--- src/hw/pcb_defs.svh ---
// Constants for the pulse count backlight programmer.
`ifndef PCB_DEFS_SVH
`define PCB_DEFS_SVH
`define PCB_CLK_PERIOD_NS     50
`define PCB_LATCH_TIMEOUT_US  500
`define PCB_OFF_TIMEOUT_US    500
`define PCB_LATCH_CYCLES      ((`PCB_LATCH_TIMEOUT_US * 1000) / `PCB_CLK_PERIOD_NS)
`define PCB_OFF_CYCLES        ((`PCB_OFF_TIMEOUT_US * 1000) / `PCB_CLK_PERIOD_NS)
`define PCB_ADDR_BASE         6'h10
`define PCB_MAX_COUNT         6'h20
`define PCB_ADDR_ALL          4'h0
`define PCB_ADDR_MAIN         4'h1
`define PCB_ADDR_SUB          4'h2
`define PCB_ADDR_LOW          4'h3
`define PCB_ADDR_RANGE        4'hc
`define PCB_ADDR_INDEP        4'hf
`define PCB_RANGE_20MA_CODE   4'h0
`define PCB_RANGE_30MA_CODE   4'h1
`define PCB_INDEP_CODE        4'h7
`define PCB_REG_RESET         4'h0
`define PCB_LOW_BOTH_OFF_MAX  4'h3
`define PCB_LOW_SUB_MAX       4'h7
`define PCB_LOW_MAIN_MAX      4'hb
`define PCB_CODE_ZERO_CURRENT 4'hf
`define PCB_NUM_SINKS         6
`endif

--- src/hw/pcb_pkg.sv ---
// Types for the pulse count backlight programmer.
package pcb_pkg;
  typedef enum logic [1:0] {
    PCB_PUMP_1X  = 2'b00,
    PCB_PUMP_1P5 = 2'b01,
    PCB_PUMP_2X  = 2'b10
  } pcb_pump_e;
  typedef logic [3:0] pcb_code_t;
  typedef logic [5:0] pcb_sink_t;
endpackage

--- src/hw/pcb_line_timer.sv ---
// Edge counter and latch and off timeouts on the serial enable line.
`timescale 1ns/1ps
`include "pcb_defs.svh"
module pcb_line_timer #(
  parameter int unsigned LATCH_CYCLES = `PCB_LATCH_CYCLES,
  parameter int unsigned OFF_CYCLES   = `PCB_OFF_CYCLES
) (
  input  wire logic       clock,
  input  wire logic       rst,
  input  wire logic       serial_enable_line,
  output logic            latch_pulse,
  output logic [5:0]      latch_count,
  output logic            off_pulse,
  output logic            line_active
);
  import pcb_pkg::*;

  logic        line_q;
  logic [5:0]  edges_q;
  logic [5:0]  edges_d;
  logic [13:0] timer_q;
  logic [13:0] timer_d;
  logic        done_q;
  logic        active_q;
  wire         rise      = serial_enable_line & ~line_q;
  wire         any_edge  = serial_enable_line ^ line_q;
  wire         hi_expire = serial_enable_line & ~done_q & (timer_q == 14'(LATCH_CYCLES - 1));
  wire         lo_expire = ~serial_enable_line & ~done_q & (timer_q == 14'(OFF_CYCLES - 1));
  wire         saturate  = (edges_q == 6'h3f);

  // The timer restarts on each edge, so only a steady level can expire it.
  assign timer_d = any_edge ? 14'h0000 : (done_q ? timer_q : timer_q + 14'h0001);
  // Beyond 63 edges the count sticks, and any count above 32 is discarded later.
  assign edges_d = hi_expire ? 6'h00 : (rise & ~saturate ? edges_q + 6'h01 : edges_q);

  always_ff @(posedge clock or posedge rst) begin
    if (rst) begin
      line_q      <= 1'b0;
      edges_q     <= 6'h00;
      timer_q     <= 14'h0000;
      done_q      <= 1'b1;
      active_q    <= 1'b0;
      latch_pulse <= 1'b0;
      latch_count <= 6'h00;
      off_pulse   <= 1'b0;
    end else begin
      line_q      <= serial_enable_line;
      timer_q     <= timer_d;
      edges_q     <= lo_expire ? 6'h00 : edges_d;
      done_q      <= any_edge ? 1'b0 : (done_q | hi_expire | lo_expire);
      latch_pulse <= hi_expire & (edges_q != 6'h00);
      latch_count <= hi_expire ? edges_q : latch_count;
      off_pulse   <= lo_expire;
      if (rise) begin
        active_q <= 1'b1;
      end else if (lo_expire) begin
        active_q <= 1'b0;
      end
    end
  end
  assign line_active = active_q;
endmodule

--- src/hw/pcb_pump_ctrl.sv ---
// Charge pump mode step controller driven by sink dropout.
`timescale 1ns/1ps
module pcb_pump_ctrl (
  input  wire logic              clock,
  input  wire logic              rst,
  input  wire logic              enable,
  input  wire logic              dropout,
  input  wire logic              relax,
  output pcb_pkg::pcb_pump_e     pump_mode
);
  import pcb_pkg::*;

  pcb_pump_e mode_q;
  pcb_pump_e mode_d;
  logic      drop_q;
  // Stepping only on the onset of dropout lets the pump settle before it climbs again.
  wire       step_up = dropout & ~drop_q;

  always_comb begin
    mode_d = mode_q;
    case (mode_q)
      PCB_PUMP_1X:  if (step_up) mode_d = PCB_PUMP_1P5;
      PCB_PUMP_1P5: begin
        if (step_up) begin
          mode_d = PCB_PUMP_2X;
        end else if (relax) begin
          mode_d = PCB_PUMP_1X;
        end
      end
      PCB_PUMP_2X:  if (relax & ~dropout) mode_d = PCB_PUMP_1P5;
      default:      mode_d = PCB_PUMP_1X;
    endcase
  end

  always_ff @(posedge clock or posedge rst) begin
    if (rst) begin
      mode_q <= PCB_PUMP_1X;
      drop_q <= 1'b0;
    end else begin
      mode_q <= enable ? mode_d : PCB_PUMP_1X;
      drop_q <= dropout;
    end
  end
  assign pump_mode = mode_q;

  property p_step;
    @(posedge clock) disable iff (rst)
    enable && $rose(dropout) && mode_q == PCB_PUMP_1X |=> mode_q == PCB_PUMP_1P5;
  endproperty
  a_step: assert property (p_step) else $error("pump did not step up from unity");
endmodule

--- src/hw/pcb_programmer.sv ---
// Pulse count register decoder and sink control for a six sink backlight driver.
`timescale 1ns/1ps
`include "pcb_defs.svh"

module pcb_programmer #(
  parameter int unsigned LATCH_CYCLES = `PCB_LATCH_CYCLES,
  parameter int unsigned OFF_CYCLES   = `PCB_OFF_CYCLES
) (
  input  wire logic                 clock,
  input  wire logic                 rst,
  input  wire logic                 serial_enable_line,
  input  wire logic [5:0]           sink_dropout,
  input  wire logic [5:0]           sink_at_rail,
  input  wire logic                 pump_relax,
  output logic [5:0]                led_sink_channels,
  output pcb_pkg::pcb_code_t        main_level_code,
  output pcb_pkg::pcb_code_t        sub_level_code,
  output logic                      range_30ma,
  output logic                      low_current_mode,
  output logic [1:0]                low_current_step,
  output logic                      independent_mode,
  output pcb_pkg::pcb_pump_e        pump_mode,
  output logic                      device_active
);
  import pcb_pkg::*;

  logic        latch_pulse;
  logic [5:0]  latch_count;
  logic        off_pulse;
  logic        line_active;

  pcb_line_timer #(
    .LATCH_CYCLES (LATCH_CYCLES),
    .OFF_CYCLES   (OFF_CYCLES)
  ) u_timer (
    .clock              (clock),
    .rst                (rst),
    .serial_enable_line (serial_enable_line),
    .latch_pulse        (latch_pulse),
    .latch_count        (latch_count),
    .off_pulse          (off_pulse),
    .line_active        (line_active)
  );

  // Stored registers; data codes are kept as count minus one.
  logic [3:0] addr_q;
  logic [3:0] main_q;
  logic [3:0] sub_q;
  logic [3:0] low_q;
  logic       low_en_q;
  logic       range_q;
  logic       indep_q;
  logic [5:0] mask_q;
  logic [5:0] unused_q;
  logic       written_q;

  wire        is_addr  = latch_pulse & (latch_count > `PCB_ADDR_BASE)
                         & (latch_count <= `PCB_MAX_COUNT);
  wire        is_data  = latch_pulse & (latch_count != 6'h00)
                         & (latch_count <= `PCB_ADDR_BASE);
  wire [3:0]  new_addr = 4'(latch_count - `PCB_ADDR_BASE - 6'h01);
  wire [3:0]  code     = 4'(latch_count - 6'h01);

  // Normal map decode.
  wire n_all   = is_data & ~indep_q & (addr_q == `PCB_ADDR_ALL);
  wire n_main  = is_data & ~indep_q & (addr_q == `PCB_ADDR_MAIN);
  wire n_sub   = is_data & ~indep_q & (addr_q == `PCB_ADDR_SUB);
  wire n_low   = is_data & ~indep_q & (addr_q == `PCB_ADDR_LOW);
  wire n_indep = is_data & ~indep_q & (addr_q == `PCB_ADDR_INDEP)
                 & (code == `PCB_INDEP_CODE);
  // Independent map decode; addresses 0 and 15 fall through with no effect.
  wire i_cur   = is_data & indep_q & (addr_q == `PCB_ADDR_MAIN);
  wire i_hi    = is_data & indep_q & (addr_q == `PCB_ADDR_SUB);
  wire i_lo    = is_data & indep_q & (addr_q == `PCB_ADDR_LOW);
  // Range register applies in both maps; other data codes are ignored.
  wire w_range = is_data & (addr_q == `PCB_ADDR_RANGE)
                 & ((code == `PCB_RANGE_20MA_CODE) | (code == `PCB_RANGE_30MA_CODE));

  wire any_cur = n_all | n_main | n_sub | n_low | i_cur;

  always_ff @(posedge clock or posedge rst) begin
    if (rst) begin
      addr_q    <= `PCB_REG_RESET;
      main_q    <= `PCB_REG_RESET;
      sub_q     <= `PCB_REG_RESET;
      low_q     <= `PCB_REG_RESET;
      low_en_q  <= 1'b0;
      range_q   <= 1'b0;
      indep_q   <= 1'b0;
      mask_q    <= 6'h3f;
      written_q <= 1'b0;
    end else if (off_pulse) begin
      addr_q    <= `PCB_REG_RESET;
      main_q    <= `PCB_REG_RESET;
      sub_q     <= `PCB_REG_RESET;
      low_q     <= `PCB_REG_RESET;
      low_en_q  <= 1'b0;
      range_q   <= 1'b0;
      indep_q   <= 1'b0;
      mask_q    <= 6'h3f;
      written_q <= 1'b0;
    end else begin
      // Address is only replaced by an address burst, never by data.
      if (is_addr) addr_q <= new_addr;
      if (n_all | i_cur) begin
        main_q <= code;
        sub_q  <= code;
      end
      if (n_main) main_q <= code;
      if (n_sub) sub_q <= code;
      if (n_low) low_q <= code;
      if (any_cur) low_en_q <= n_low;
      if (any_cur) written_q <= 1'b1;
      if (w_range) range_q <= (code == `PCB_RANGE_30MA_CODE);
      if (n_indep) indep_q <= 1'b1;
      if (i_hi) mask_q[5:2] <= code;
      if (i_lo) mask_q[1:0] <= code[3:2];
    end
  end

  // Sinks tied to the rail are dropped while the device is active.
  always_ff @(posedge clock or posedge rst) begin
    if (rst) begin
      unused_q <= 6'h00;
    end else if (~line_active) begin
      unused_q <= 6'h00;
    end else begin
      unused_q <= unused_q | sink_at_rail;
    end
  end

  // Low-current groups: codes 0-3 off, 4-7 sub, 8-11 main, 12-15 both.
  wire low_main = low_q > `PCB_LOW_SUB_MAX;
  wire low_sub  = (low_q > `PCB_LOW_BOTH_OFF_MAX) & ~((low_q > `PCB_LOW_SUB_MAX)
                  & (low_q <= `PCB_LOW_MAIN_MAX));
  wire main_on  = low_en_q ? low_main : (main_q != `PCB_CODE_ZERO_CURRENT);
  wire sub_on   = low_en_q ? low_sub  : (sub_q  != `PCB_CODE_ZERO_CURRENT);
  wire [5:0] group_on = {sub_on, {5{main_on}}};
  wire [5:0] sink_d   = (written_q & line_active) ? (group_on & mask_q & ~unused_q)
                                                  : 6'h00;

  always_ff @(posedge clock or posedge rst) begin
    if (rst) begin
      led_sink_channels <= 6'h00;
      main_level_code   <= `PCB_REG_RESET;
      sub_level_code    <= `PCB_REG_RESET;
      range_30ma        <= 1'b0;
      low_current_mode  <= 1'b0;
      low_current_step  <= 2'b00;
      independent_mode  <= 1'b0;
      device_active     <= 1'b0;
    end else begin
      led_sink_channels <= sink_d;
      main_level_code   <= main_q;
      sub_level_code    <= sub_q;
      range_30ma        <= range_q;
      low_current_mode  <= low_en_q;
      low_current_step  <= low_q[1:0];
      independent_mode  <= indep_q;
      device_active     <= line_active;
    end
  end

  pcb_pump_ctrl u_pump (
    .clock     (clock),
    .rst       (rst),
    .enable    (|led_sink_channels),
    .dropout   (|(sink_dropout & led_sink_channels)),
    .relax     (pump_relax),
    .pump_mode (pump_mode)
  );

  property p_addr_latch;
    @(posedge clock) disable iff (rst)
    latch_pulse && latch_count == 6'h13 && !off_pulse |=> addr_q == 4'h2;
  endproperty
  a_addr_latch: assert property (p_addr_latch) else $error("address not latched");

  property p_addr_keep;
    @(posedge clock) disable iff (rst)
    is_data && !off_pulse |=> $stable(addr_q);
  endproperty
  a_addr_keep: assert property (p_addr_keep) else $error("address changed by data");

  property p_off_clear;
    @(posedge clock) disable iff (rst)
    off_pulse |=> addr_q == 4'h0 && main_q == 4'h0 && !indep_q && !range_q ##1 sink_d == 6'h00;
  endproperty
  a_off_clear: assert property (p_off_clear) else $error("shutdown did not clear");

  property p_all_write;
    @(posedge clock) disable iff (rst)
    n_all && !off_pulse |=> main_q == sub_q && main_q == $past(code);
  endproperty
  a_all_write: assert property (p_all_write) else $error("all sinks not equal");

  property p_big_ignored;
    @(posedge clock) disable iff (rst)
    latch_pulse && latch_count > 6'h20 |=> $stable(addr_q) && $stable(main_q) && $stable(sub_q);
  endproperty
  a_big_ignored: assert property (p_big_ignored) else $error("overlong count used");

  property p_indep_enter;
    @(posedge clock) disable iff (rst)
    n_indep && !off_pulse |=> indep_q ##2 independent_mode;
  endproperty
  a_indep_enter: assert property (p_indep_enter) else $error("independent mode missing");

  property p_range;
    @(posedge clock) disable iff (rst)
    w_range && code == 4'h1 && !off_pulse |=> ##1 range_30ma;
  endproperty
  a_range: assert property (p_range) else $error("range not 30mA");

  property p_rail_off;
    @(posedge clock) disable iff (rst)
    sink_at_rail[0] && line_active |=> ##1 !led_sink_channels[0];
  endproperty
  a_rail_off: assert property (p_rail_off) else $error("unused sink left on");

  property p_indep_hold;
    @(posedge clock) disable iff (rst)
    indep_q && !off_pulse |=> indep_q;
  endproperty
  a_indep_hold: assert property (p_indep_hold) else $error("left independent mode");

  property p_main_write;
    @(posedge clock) disable iff (rst)
    n_main |=> main_q == $past(code);
  endproperty
  a_main_write: assert property (p_main_write) else $error("main level not stored");

  property p_sub_write;
    @(posedge clock) disable iff (rst)
    n_sub |=> sub_q == $past(code);
  endproperty
  a_sub_write: assert property (p_sub_write) else $error("sub level not stored");

  property p_low_write;
    @(posedge clock) disable iff (rst)
    n_low |=> low_en_q && low_q == $past(code);
  endproperty
  a_low_write: assert property (p_low_write) else $error("low current code not stored");

  property p_mask_hi;
    @(posedge clock) disable iff (rst)
    i_hi |=> mask_q[5:2] == $past(code);
  endproperty
  a_mask_hi: assert property (p_mask_hi) else $error("upper sink mask not stored");

  property p_mask_lo;
    @(posedge clock) disable iff (rst)
    i_lo |=> mask_q[1:0] == $past(code[3:2]);
  endproperty
  a_mask_lo: assert property (p_mask_lo) else $error("lower sink mask not stored");

  property p_indep_ignore;
    @(posedge clock) disable iff (rst)
    is_data && indep_q && (addr_q == `PCB_ADDR_ALL || addr_q == `PCB_ADDR_INDEP)
      |=> $stable(main_q) && $stable(sub_q) && $stable(mask_q) && indep_q;
  endproperty
  a_indep_ignore: assert property (p_indep_ignore) else $error("dead address changed state");

  property p_idle_dark;
    @(posedge clock) disable iff (rst)
    !line_active |=> led_sink_channels == 6'h00;
  endproperty
  a_idle_dark: assert property (p_idle_dark) else $error("sink on while shut down");

  property p_zero_code;
    @(posedge clock) disable iff (rst)
    !low_en_q && main_q == `PCB_CODE_ZERO_CURRENT |=> led_sink_channels[4:0] == 5'h00;
  endproperty
  a_zero_code: assert property (p_zero_code) else $error("main sinks on at zero code");

  property p_range_20;
    @(posedge clock) disable iff (rst)
    w_range && code == `PCB_RANGE_20MA_CODE |=> ##1 !range_30ma;
  endproperty
  a_range_20: assert property (p_range_20) else $error("range not 20mA");

  c_addr: cover property (@(posedge clock) is_addr);
  c_data: cover property (@(posedge clock) n_all);
  c_indep: cover property (@(posedge clock) i_hi);
  c_off: cover property (@(posedge clock) off_pulse);
  c_low: cover property (@(posedge clock) n_low);
endmodule

--- config.mk ---
export PLATFORM = sky130hd
export DESIGN_NAME = pcb_programmer
export DESIGN_NICKNAME = d
export VERILOG_FILES = /design/src/hw/pcb_pkg.sv /design/src/hw/pcb_line_timer.sv /design/src/hw/pcb_pump_ctrl.sv /design/src/hw/pcb_programmer.sv
export VERILOG_INCLUDE_DIRS = /design/src /design/src/hw
export SDC_FILE = /design/constraint.sdc
export NUM_CORES = 1
export LEC_CHECK = 0
export BUFFER_PORTS_ARGS = -buffer_cell sky130_fd_sc_hd__buf_2
export CORE_MARGIN = 2
export CORE_UTILIZATION = 30
export DETAILED_ROUTE_END_ITERATION = 10
export PLACE_DENSITY = 0.47
export SETUP_SLACK_MARGIN = 0.1
export SLEW_MARGIN = 40
export SYNTH_ARGS = -nofsm -noshare
export SYNTH_HDL_FRONTEND = slang
export SYNTH_SLANG_ARGS = --single-unit
export TNS_END_PERCENT = 5
--- constraint.sdc ---
create_clock -name clock -period 3.1 [get_ports clock]
set_input_delay 0.465 -clock clock [delete_from_list [all_inputs] [get_ports clock]]
set_output_delay 0.465 -clock clock [all_outputs]
set_load 0.005 [all_outputs]
==> flow_summary.ini, run 1 <==
[synth]
syn_area_um2 = 3950
ys_seq_elements = 86
ys_seq_area_share_pct = 54.7
synthArstFlopShare_pct = 100
synth_warnings = 0
syn_inst = 358
synth-main-ff-cell = dfrtp_1
syn_avg_cell_area_um2 = 11.0
synth_edf_count = 0
yosysTopAreaCellShare_pct = 50.1
netlist_top_cells_area = dfrtp_1 50%, dfstp_2 4.7%, xor2_1 3.1%
yosys.cell_types.count = 45
synth_nets = 382
yosysTopAreaCell = dfrtp_1

[timing]
fin_skew_ns = 0.00697
worstMarginPinSlew_ns = 0.761
period_share_pct = 80.4
setup_violations = 0
relSlewSlack_pct = 49.1
layout_setup_ws_ns = 0.607
max_freq_ghz = 0.401
fin_setup_tns_ns = 0
hold_violations = 0
drv_slew = 0
rsz0062_at_grt = false
period_minus_slack_ns = 2.49
fin_hold_ws_ns = 0.202

[placement]
gp_congestion = 0.745
io_buffers = 37
place_ws_ns = 0.642
dp_hpwl_um = 5550
placed_area_um2 = 4320

[finish]
nNetsFinal = 418
fin_area_um2 = 4670
synthToLayoutAreaGrowth_pct = 18.3
diodes = 0
final_util_pct = 36.7
drive_above_1_share_pct = 18.8
nFillCells = 1330
seqCellArea_um2 = 2160
multi_input_area_um2 = 1680

[clocking]
cts_resized = 0
clk_pin_slew_ns = 0.06
clk_latency_ns = 0.34
cts_made_buffers = 9
root_buffer = clkbuf_16
cts.htree.levels = 3
cts_buffer_depth = 2
ctsHoldBuffers = 0
tritoncts = done
clock-sinks = 86
postCtsSetupRepairBufs = 0

[detailed_routing]
vias = 2819
drt_iter0_markers = 152
firstDrtPassIters = 4
avgRoutedWirePerCell_um = 14.7
vias_per_cell = 4.94
routed_wl_um = 8380
drc = 0
drt.antenna.violating_nets = 0

[worst_setup_path]
slowest_delay_ns = 0.48
worstPathArrival_ns = 2.75
worstPathRequired_ns = 3.35
critPathLaunchType = flop
r2r_cells = 7
crit_path_top_delay_cell = or4_1
crit_fanout = 16
rr_startpoint = u_timer.latch_count[0]$_DFFE_PP0P_
rrSetupSlack_ns = 0.61
path_class = reg2reg
rr_endpoint = main_q[1]$_DFFE_PP0P_
end_kind = flop
cp_cell_sequence = inv_1 > ha_1 > nor3b_4 > xnor2_1 > buf_4 > or4_1 > a21oi_1

[global_routing]
grt_pass1_wl_um = 14300
grt_pass1_vias = 2799
grt_max_degree = 87
gr-total-overflow = 0
grtUsageTotal_pct = 12.8
grt_antenna_before_repair = 0

[min_path]
hold_class = in2async

[floorplanning]
die_y_um = 119
start_util_pct = 31.0
boundaryPins = 38
die_area_um2 = 14100
rows = 41
fp.dieW_um = 119
core_area_um2 = 12700

[power]
p_sw_share_pct = 22.3
ir_drop_uv = 535
p_seq_share_pct = 46.5
p_per_area_nw_per_um2 = 568
intPower_uw = 2060
p_leak_uw = 0.00210
pwr-share-comb_pct = 6.4
clkPwrFrac_pct = 47.2
p_switching_uw = 592

[flow_run]
cap_viol_max_count = 0

[run_status]
status = finished, final reports clean
-- critical path, delay by kind of cell, from the launching register on --
family,cells,cell delay (ns)
buf+inv,2,0.53
compound gates,1,0.13
xor+xnor,1,0.27
simple gates,2,0.83
flops,1,0.41
fa+ha+maj,1,0.24
-- sequential cells by signal (all words and copies together), names as in the netlist, 6 cells and up --
name                 cells
u_timer.latch_count      6
u_timer.timer_q         14
u_timer.edges_q          6
unused_q                 6
led_sink_channels        6
mask_q                   6
-- cells by family (layout without fill, tap and decap cells) --
| logic type | count (synthesis) | after routing | share of synthesized area [%] |
|---|---|---|---|
| AND/OR/NAND/NOR | 142 | 142 | 21.6 |
| multiplexers | 11 | 11 | 2.95 |
| adder cells (fa/ha/maj) | 8 | 8 | 2.54 |
| flip-flops | 86 | 86 | 54.7 |
| XOR/XNOR | 20 | 20 | 4.44 |
| buffers and inverters | 26 | 67 | 2.73 |
| AO/OA/AOI/OAI | 65 | 65 | 11.1 |
-- layout make-up --
cell class | instances | share of cell area (%)
tap | 172 | 4.61
inverter | 10 | 0.830
timing repair buffer | 41 | 4.88
sequential | 86 | 46.3
multi-input combinational | 246 | 35.9
clock buffer | 11 | 5.20
clock inverter | 5 | 2.28
-- power groups by stage --
stage | registers (uW) | clock network (uW) | logic, uW
after floorplan | 1230 | 0 | 128
after global placement | 1250 | 0 | 173
after detailed placement | 1250 | 0 | 173
after CTS | 1230 | 1300 | 175
after global routing | 1240 | 1340 | 203
final | 1230 | 1250 | 169
-- through the flow --
step           std cells  total power (uW)
2_1_floorplan        358              1360
3_3_place_gp         555              1420
3_5_place_dp         555              1430
4_1_cts              571              2710
5_1_grt              571              2780
6_report             571              2650
-- Yosys cell counts, types with 5 or more instances --
cell type	n
a31oi_1	10
or3_1	5
and2_1	13
clkbuf_1	13
or4_1	6
nand4_1	10
xor2_1	14
mux2_2	5
nor2_1	19
nor4b_1	6
dfrtp_1	79
a21oi_1	15
inv_1	10
nand3_1	6
ha_1	8
nor3b_1	6
nor2b_1	5
nand2_1	9
nand2b_1	8
nor4_1	14
dfstp_2	7
o31ai_1	7
mux2i_1	6
o21ai_0	7
nor3_1	21
o21a_1	7
xnor2_1	6
-- worst max-delay path by stage --
stage                                       startpoint               endpoint  slack, ns  cells after the start
finish              u_timer.latch_count[0]$_DFFE_PP0P_  main_q[1]$_DFFE_PP0P_       0.61                      7
global route        u_timer.latch_count[0]$_DFFE_PP0P_  main_q[1]$_DFFE_PP0P_       0.42                      7
global placement    u_timer.latch_count[0]$_DFFE_PP0P_   low_q[1]$_DFFE_PP0P_       0.72                      7
detailed placement  u_timer.latch_count[0]$_DFFE_PP0P_  main_q[1]$_DFFE_PP0P_       0.64                      7
CTS                 u_timer.latch_count[0]$_DFFE_PP0P_  main_q[1]$_DFFE_PP0P_       0.62                      7
floorplan                                          rst  addr_q[0]$_DFFE_PP0P_       0.42                      1
-- layer usage --
layer	vias up	routed length [um]	part of all wire [%]	GRT usage [%]
li1	1391	-	-	-
met1	1380	4070	49	17.1
met2	40	3860	46	19.4
met3	8	310	3.7	4.58
met4	0	131	1.6	4.09
met5	-	0	0	0
-- cells in the final DEF (no fill, tap or decap), types with 8 or more instances in the layout --
| cell | synthesis | final |
|---|---|---|
| a21oi_1 | 15 | 15 |
| a31oi_1 | 10 | 10 |
| and2_1 | 13 | 13 |
| buf_2 | 2 | 37 |
| clkbuf_16 | 0 | 9 |
| dfrtp_1 | 79 | 79 |
| ha_1 | 8 | 8 |
| inv_1 | 10 | 9 |
| nand2_1 | 9 | 9 |
| nand2b_1 | 8 | 8 |
| nand4_1 | 10 | 10 |
| nor2_1 | 19 | 19 |
| nor3_1 | 21 | 21 |
| nor4_1 | 14 | 14 |
| xor2_1 | 14 | 14 |
(Power assumes the default switching activity.)
==> run 2, diff against run 1 <==
==> constraint.sdc (replaced) <==
create_clock -name clock -period 2.4 [get_ports clock]
set_input_delay 0.36 -clock clock [delete_from_list [all_inputs] [get_ports clock]]
set_output_delay 0.36 -clock clock [all_outputs]
set_load 0.005 [all_outputs]
==> run 2 against run 1 <==
  * Setup slack got worse by 0.28 ns
  * Largest power group is now sequential cells
  * Routed wire length is 0.55% higher
  * Die area did not move
  * Register-to-register slack lost 0.28 ns
  * Final area rose by 0.38%
  * Cell count grew 1.4%
  * Via count grew 1.9%
  * Clock power grew 9.6%
  * Largest cell class unchanged
==> flow_summary.ini, run 2 (synthesis results as in run 1) <==
[detailed_routing]
vias_per_cell = 4.96
drc = 0
drt_iter0_markers = 149
drt.antenna.violating_nets = 0
routed_wl_um = 8420
firstDrtPassIters = 4
vias = 2873
avgRoutedWirePerCell_um = 14.5

[floorplanning]
die_y_um = 119
boundaryPins = 38
fp.dieW_um = 119
rows = 41
start_util_pct = 31.0
core_area_um2 = 12700
die_area_um2 = 14100

[clocking]
tritoncts = done
ctsHoldBuffers = 0
clk_latency_ns = 0.35
cts.htree.levels = 3
root_buffer = clkbuf_16
clk_pin_slew_ns = 0.06
cts_buffer_depth = 2
cts_made_buffers = 9
postCtsSetupRepairBufs = 0
cts_resized = 0
clock-sinks = 86

[timing]
rsz0062_at_grt = false
layout_setup_ws_ns = 0.328
period_minus_slack_ns = 2.07
worstMarginPinSlew_ns = 0.720
setup_violations = 0
drv_slew = 0
relSlewSlack_pct = 51.9
hold_violations = 0
fin_setup_tns_ns = 0
period_share_pct = 86.3
fin_skew_ns = 0.00717
max_freq_ghz = 0.483

[finish]
final_cell_mix = 79 x dfrtp_1, 37 x buf_2, 21 x nor3_1
diodes = 0
nNetsFinal = 426
largest_reg_flops = 14
fin_area_um2 = 4690
final_util_pct = 36.9
final_common_cell = dfrtp_1
synthToLayoutAreaGrowth_pct = 18.8
top_register = u_timer.timer_q
drive_above_1_share_pct = 20.9

[global_routing]
grt_antenna_before_repair = 0
gr-total-overflow = 0
grt_pass1_vias = 2763
grt_max_degree = 87
grtUsageTotal_pct = 13.0
grt_pass1_wl_um = 14300

[worst_setup_path]
path_class = reg2reg
worstPathRequired_ns = 2.68
worstPathArrival_ns = 2.35
end_kind = flop
crit_fanout = 8
rrSetupSlack_ns = 0.33
critPathLaunchType = flop

[min_path]
hold_class = in2async

[run_status]
status = finished, final reports clean

[flow_run]
cap_viol_max_count = 0

[power]
p_leak_uw = 0.00212
ir_drop_uv = 506
p_per_area_nw_per_um2 = 678

[placement]
placed_area_um2 = 4390
dp_hpwl_um = 5680
io_buffers = 37
place_ws_ns = 0.289
gp_congestion = 0.795
[run 2: changes by cell type in the layout (fill, tap and decap cells not counted)]
cell,delta
clkbuf_8,+2
clkinv_4,+1
xnor2_2,+1
bufinv_16,-3
clkbuf_1,-1
clkinvlp_4,+1
xnor2_1,-1
buf_4,+8
[run 2: metal layers]
layer	vias to the layer above	GRT usage, %	wire length [um]
li1	1399	-	-
met1	1415	17.1	3970
met3	8	4.54	331
met4	0	4.76	117
met2	51	19.5	4000
met5	-	0	0
[run 2: critical path, cell delays in order, from the launching register on]
cell and delay (ns):
dfrtp_1 0.39, inv_1 0.13, ha_1 0.20, xor2_1 0.22, or4_1 0.52, nor4_1 0.31
mux2i_1 0.22
[run 2: layout make-up]
type	instances	area, um^2
clock inverter	4	30.0
multi-input combinational	246	1690
fill	1335	8030
inverter	10	41.3
clock buffer	12	267
timing repair buffer	49	288
tap	172	215
sequential	86	2160
[run 2: report_power, final]
part / internal, uW / leakage, uW / switching, uW / total, uW
Clock: 788 / 0.000145 / 578 / 1370
Sequential: 1520 / 0.00111 / 73.8 / 1590
Combinational: 98.5 / 0.000861 / 126 / 224
[run 2: per-stage QoR]
stage	hold WS, ns	power [uW]	instances
finish	0.135	3180	579
global route	0.178	3350	579
CTS	0.146	3240	579
detailed placement	0.378	1840	563
global placement	0.375	1840	563
floorplan	0.352	1760	358
[run 2: path summary, 6_finish.rpt]
| kind | startpoint | endpoint | cells past startpoint |
|---|---|---|---|
| min reg2reg | range_q$_DFFE_PP0P_ | range_30ma$_DFF_PP0_ | 0 |
| max | u_timer.latch_count[1]$_DFFE_PP0P_ | range_q$_DFFE_PP0P_ | 6 |
| min | rst | unused_q[4]$_DFF_PP0_ | 3 |
| max reg2reg | u_timer.latch_count[1]$_DFFE_PP0P_ | range_q$_DFFE_PP0P_ | 6 |
| max in group asynchronous | rst | mask_q[1]$_DFFE_PP1P_ | 3 |
| min in group clock | serial_enable_line | u_timer.line_q$_DFF_PP0_ | 1 |
==> run 3, diff against run 2 <==
--- a/config.mk
+++ b/config.mk
@@ -6,8 +6,8 @@
 export SDC_FILE = /design/constraint.sdc
 export NUM_CORES = 1
 export LEC_CHECK = 0
+export ABC_AREA = 1
 export BUFFER_PORTS_ARGS = -buffer_cell sky130_fd_sc_hd__buf_2
-export CORE_MARGIN = 2
 export CORE_UTILIZATION = 30
 export DETAILED_ROUTE_END_ITERATION = 10
 export PLACE_DENSITY = 0.47
==> run 3 against run 2 <==
  * Sequential share of layout area rose by 0.95 points
  * Area after synthesis decreased by 1.4%
  * Core utilization fell by 0.45 points
  * Non-clock buffer count is 10 lower
  * Worst hold slack barely moved
  * Global-route usage is 0.75 points higher
  * Critical path type unchanged
  * Critical endpoint is now addr_q[3]$_DFFE_PP0P_
==> flow_summary.ini, run 3 <==
[run_status]
status = finished, final reports clean

[finish]
top_register = u_timer.timer_q
nFillCells = 1366
largest_reg_flops = 14
fin_area_um2 = 4590
final_common_cell = dfrtp_1
diodes = 0
final_cell_mix = 79 x dfrtp_1, 77 x nand2_1, 55 x nand3_1
synthToLayoutAreaGrowth_pct = 18.0
seqCellArea_um2 = 2160
nNetsFinal = 509
drive_above_1_share_pct = 16.3
multi_input_area_um2 = 1490

[synth]
synth_nets = 464
ys_seq_area_share_pct = 55.5
synth_edf_count = 0
synth_most_common_cell = dfrtp_1
syn_avg_cell_area_um2 = 8.84
yosysTopAreaCell = dfrtp_1
yosys.cell_types.count = 34
synthTopCellsByCount = 79 x dfrtp_1, 77 x nand2_1, 55 x nand3_1
syn_inst = 440
synth_warnings = 0
synth-main-ff-cell = dfrtp_1
ys_seq_elements = 86
netlist_top_cells_area = dfrtp_1 51%, nand2_1 7.4%, nand3_1 7.1%
synthArstFlopShare_pct = 100
syn_area_um2 = 3890
yosysTopAreaCellShare_pct = 50.8

[detailed_routing]
routed_wl_um = 8230
avgRoutedWirePerCell_um = 12.4
vias_per_cell = 4.60
firstDrtPassIters = 4
drt.antenna.violating_nets = 0
drt_iter0_markers = 149
drc = 0
vias = 3046

[placement]
io_buffers = 37
placed_area_um2 = 4300
gp_congestion = 0.847
dp_hpwl_um = 5870

[min_path]
hold_class = in2async

[clocking]
root_buffer = clkbuf_16
clk_latency_ns = 0.34
cts_resized = 0
clock-sinks = 86
cts_made_buffers = 9
clk_pin_slew_ns = 0.06
cts.htree.levels = 3
ctsHoldBuffers = 0
postCtsSetupRepairBufs = 0
tritoncts = done
cts_buffer_depth = 2

[worst_setup_path]
crit_path_top_delay_cell = o211ai_1
slowest_delay_ns = 0.50
cp_cell_sequence = inv_1 > ha_1 > nand3_1 > o211ai_1 > nand3_1 > o21ai_0
crit_fanout = 8
path_class = reg2reg
critPathLaunchType = flop
worstPathRequired_ns = 2.64
end_kind = flop
cp_common_cell = nand3_1
worstPathArrival_ns = 2.19

[global_routing]
grt_max_degree = 87
grt_pass1_wl_um = 14000
grt_antenna_before_repair = 0
gr-total-overflow = 0
grtUsageTotal_pct = 13.7
grt_pass1_vias = 2960

[timing]
drv_slew = 0
period_minus_slack_ns = 1.95
setup_violations = 0
relSlewSlack_pct = 61.5
fin_hold_ws_ns = 0.135
fin_setup_tns_ns = 0
fin_skew_ns = 0.00629
worstMarginPinSlew_ns = 0.573
period_share_pct = 81.1
rsz0062_at_grt = false
hold_violations = 0
max_freq_ghz = 0.514

[floorplanning]
boundaryPins = 38
rows = 41
die_area_um2 = 13400
fp.dieW_um = 116
core_area_um2 = 12600
start_util_pct = 30.8
die_y_um = 116

[power]
p_per_area_nw_per_um2 = 692
p_leak_uw = 0.00221
ir_drop_uv = 391

[flow_run]
cap_viol_max_count = 0
==> run 3: changes by cell type after synthesis, moves of 15 or more <==
| cell | before | now |
|---|---|---|
| nand2_1 | 9 | 77 |
| nand3_1 | 6 | 55 |
| inv_1 | 10 | 52 |
| nor2_1 | 19 | 54 |
| o21ai_0 | 7 | 22 |
==> run 3: worst paths after layout <==
kind	from	end	slack, ns	cells past startpoint
max reg2reg	u_timer.latch_count[0]$_DFFE_PP0P_	addr_q[3]$_DFFE_PP0P_	0.45	6
min in group clock	serial_enable_line	u_timer.line_q$_DFF_PP0_	0.18	1
max	u_timer.latch_count[0]$_DFFE_PP0P_	addr_q[3]$_DFFE_PP0P_	0.45	6
max in group asynchronous	rst	mask_q[2]$_DFFE_PP1P_	1.89	3
min reg2reg	range_q$_DFFE_PP0P_	range_30ma$_DFF_PP0_	0.38	0
min	rst	range_q$_DFFE_PP0P_	0.14	3
==> run 3: metal layers <==
metal | share of wire, % | up-vias | global-route usage, %
met5 | 0 | - | 0
met4 | 1.6 | 0 | 4.79
met3 | 4.1 | 9 | 4.60
met2 | 47 | 51 | 22.1
met1 | 48 | 1440 | 17.2
li1 | - | 1546 | -
==> run 3: cells by family (layout without fill, tap and decap cells) <==
group / Yosys count / in the layout / share of synthesized area (%)
buffers and inverters: 61 / 111 / 6.08
and+or+nand+nor: 228 / 228 / 27.0
AOI/OAI and AO/OA: 55 / 55 / 8.39
xor gates and xnor gates: 2 / 2 / 0.450
adders and majority gates: 8 / 8 / 2.57
DFF: 86 / 86 / 55.5
==> run 3: layout make-up <==
| cell class | count | area share, % |
|---|---|---|
| Inverter | 56 | 4.66 |
| Sequential cell | 86 | 47.0 |
| Clock inverter | 7 | 1.55 |
| Multi-Input combinational cell | 293 | 32.5 |
| Clock buffer | 9 | 4.90 |
| Tap cell | 172 | 4.69 |
| Timing Repair Buffer | 39 | 4.63 |
==> run 3: per-stage QoR <==
stage | utilization, % | worst slack (ns) | power (uW) | instances
floorplan | - | 0.747 | 1750 | 440
global placement | 34.0 | 0.524 | 1830 | 646
detailed placement | 34.0 | 0.481 | 1830 | 646
CTS | 36.4 | 0.470 | 3250 | 662
global route | 36.4 | 0.297 | 3350 | 662
finish | 36.4 | 0.453 | 3180 | 662
==> run 3: where the power goes <==
part / internal [uW] / leakage (uW) / switching [uW] / total, uW
Clock: 809 / 0.000150 / 572 / 1380
Sequential: 1510 / 0.00111 / 50.8 / 1570
Combinational: 78.1 / 0.000951 / 154 / 232
Total: 2400 / 0.00221 / 777 / 3180
==> run 3: critical path: cells and delay by family (launching register included) <==
kind / cells / cell delay [ns]
fa+ha+maj: 1 / 0.27
buf+inv: 1 / 0.25
flops: 1 / 0.41
compound gates: 2 / 0.62
simple gates: 2 / 0.29
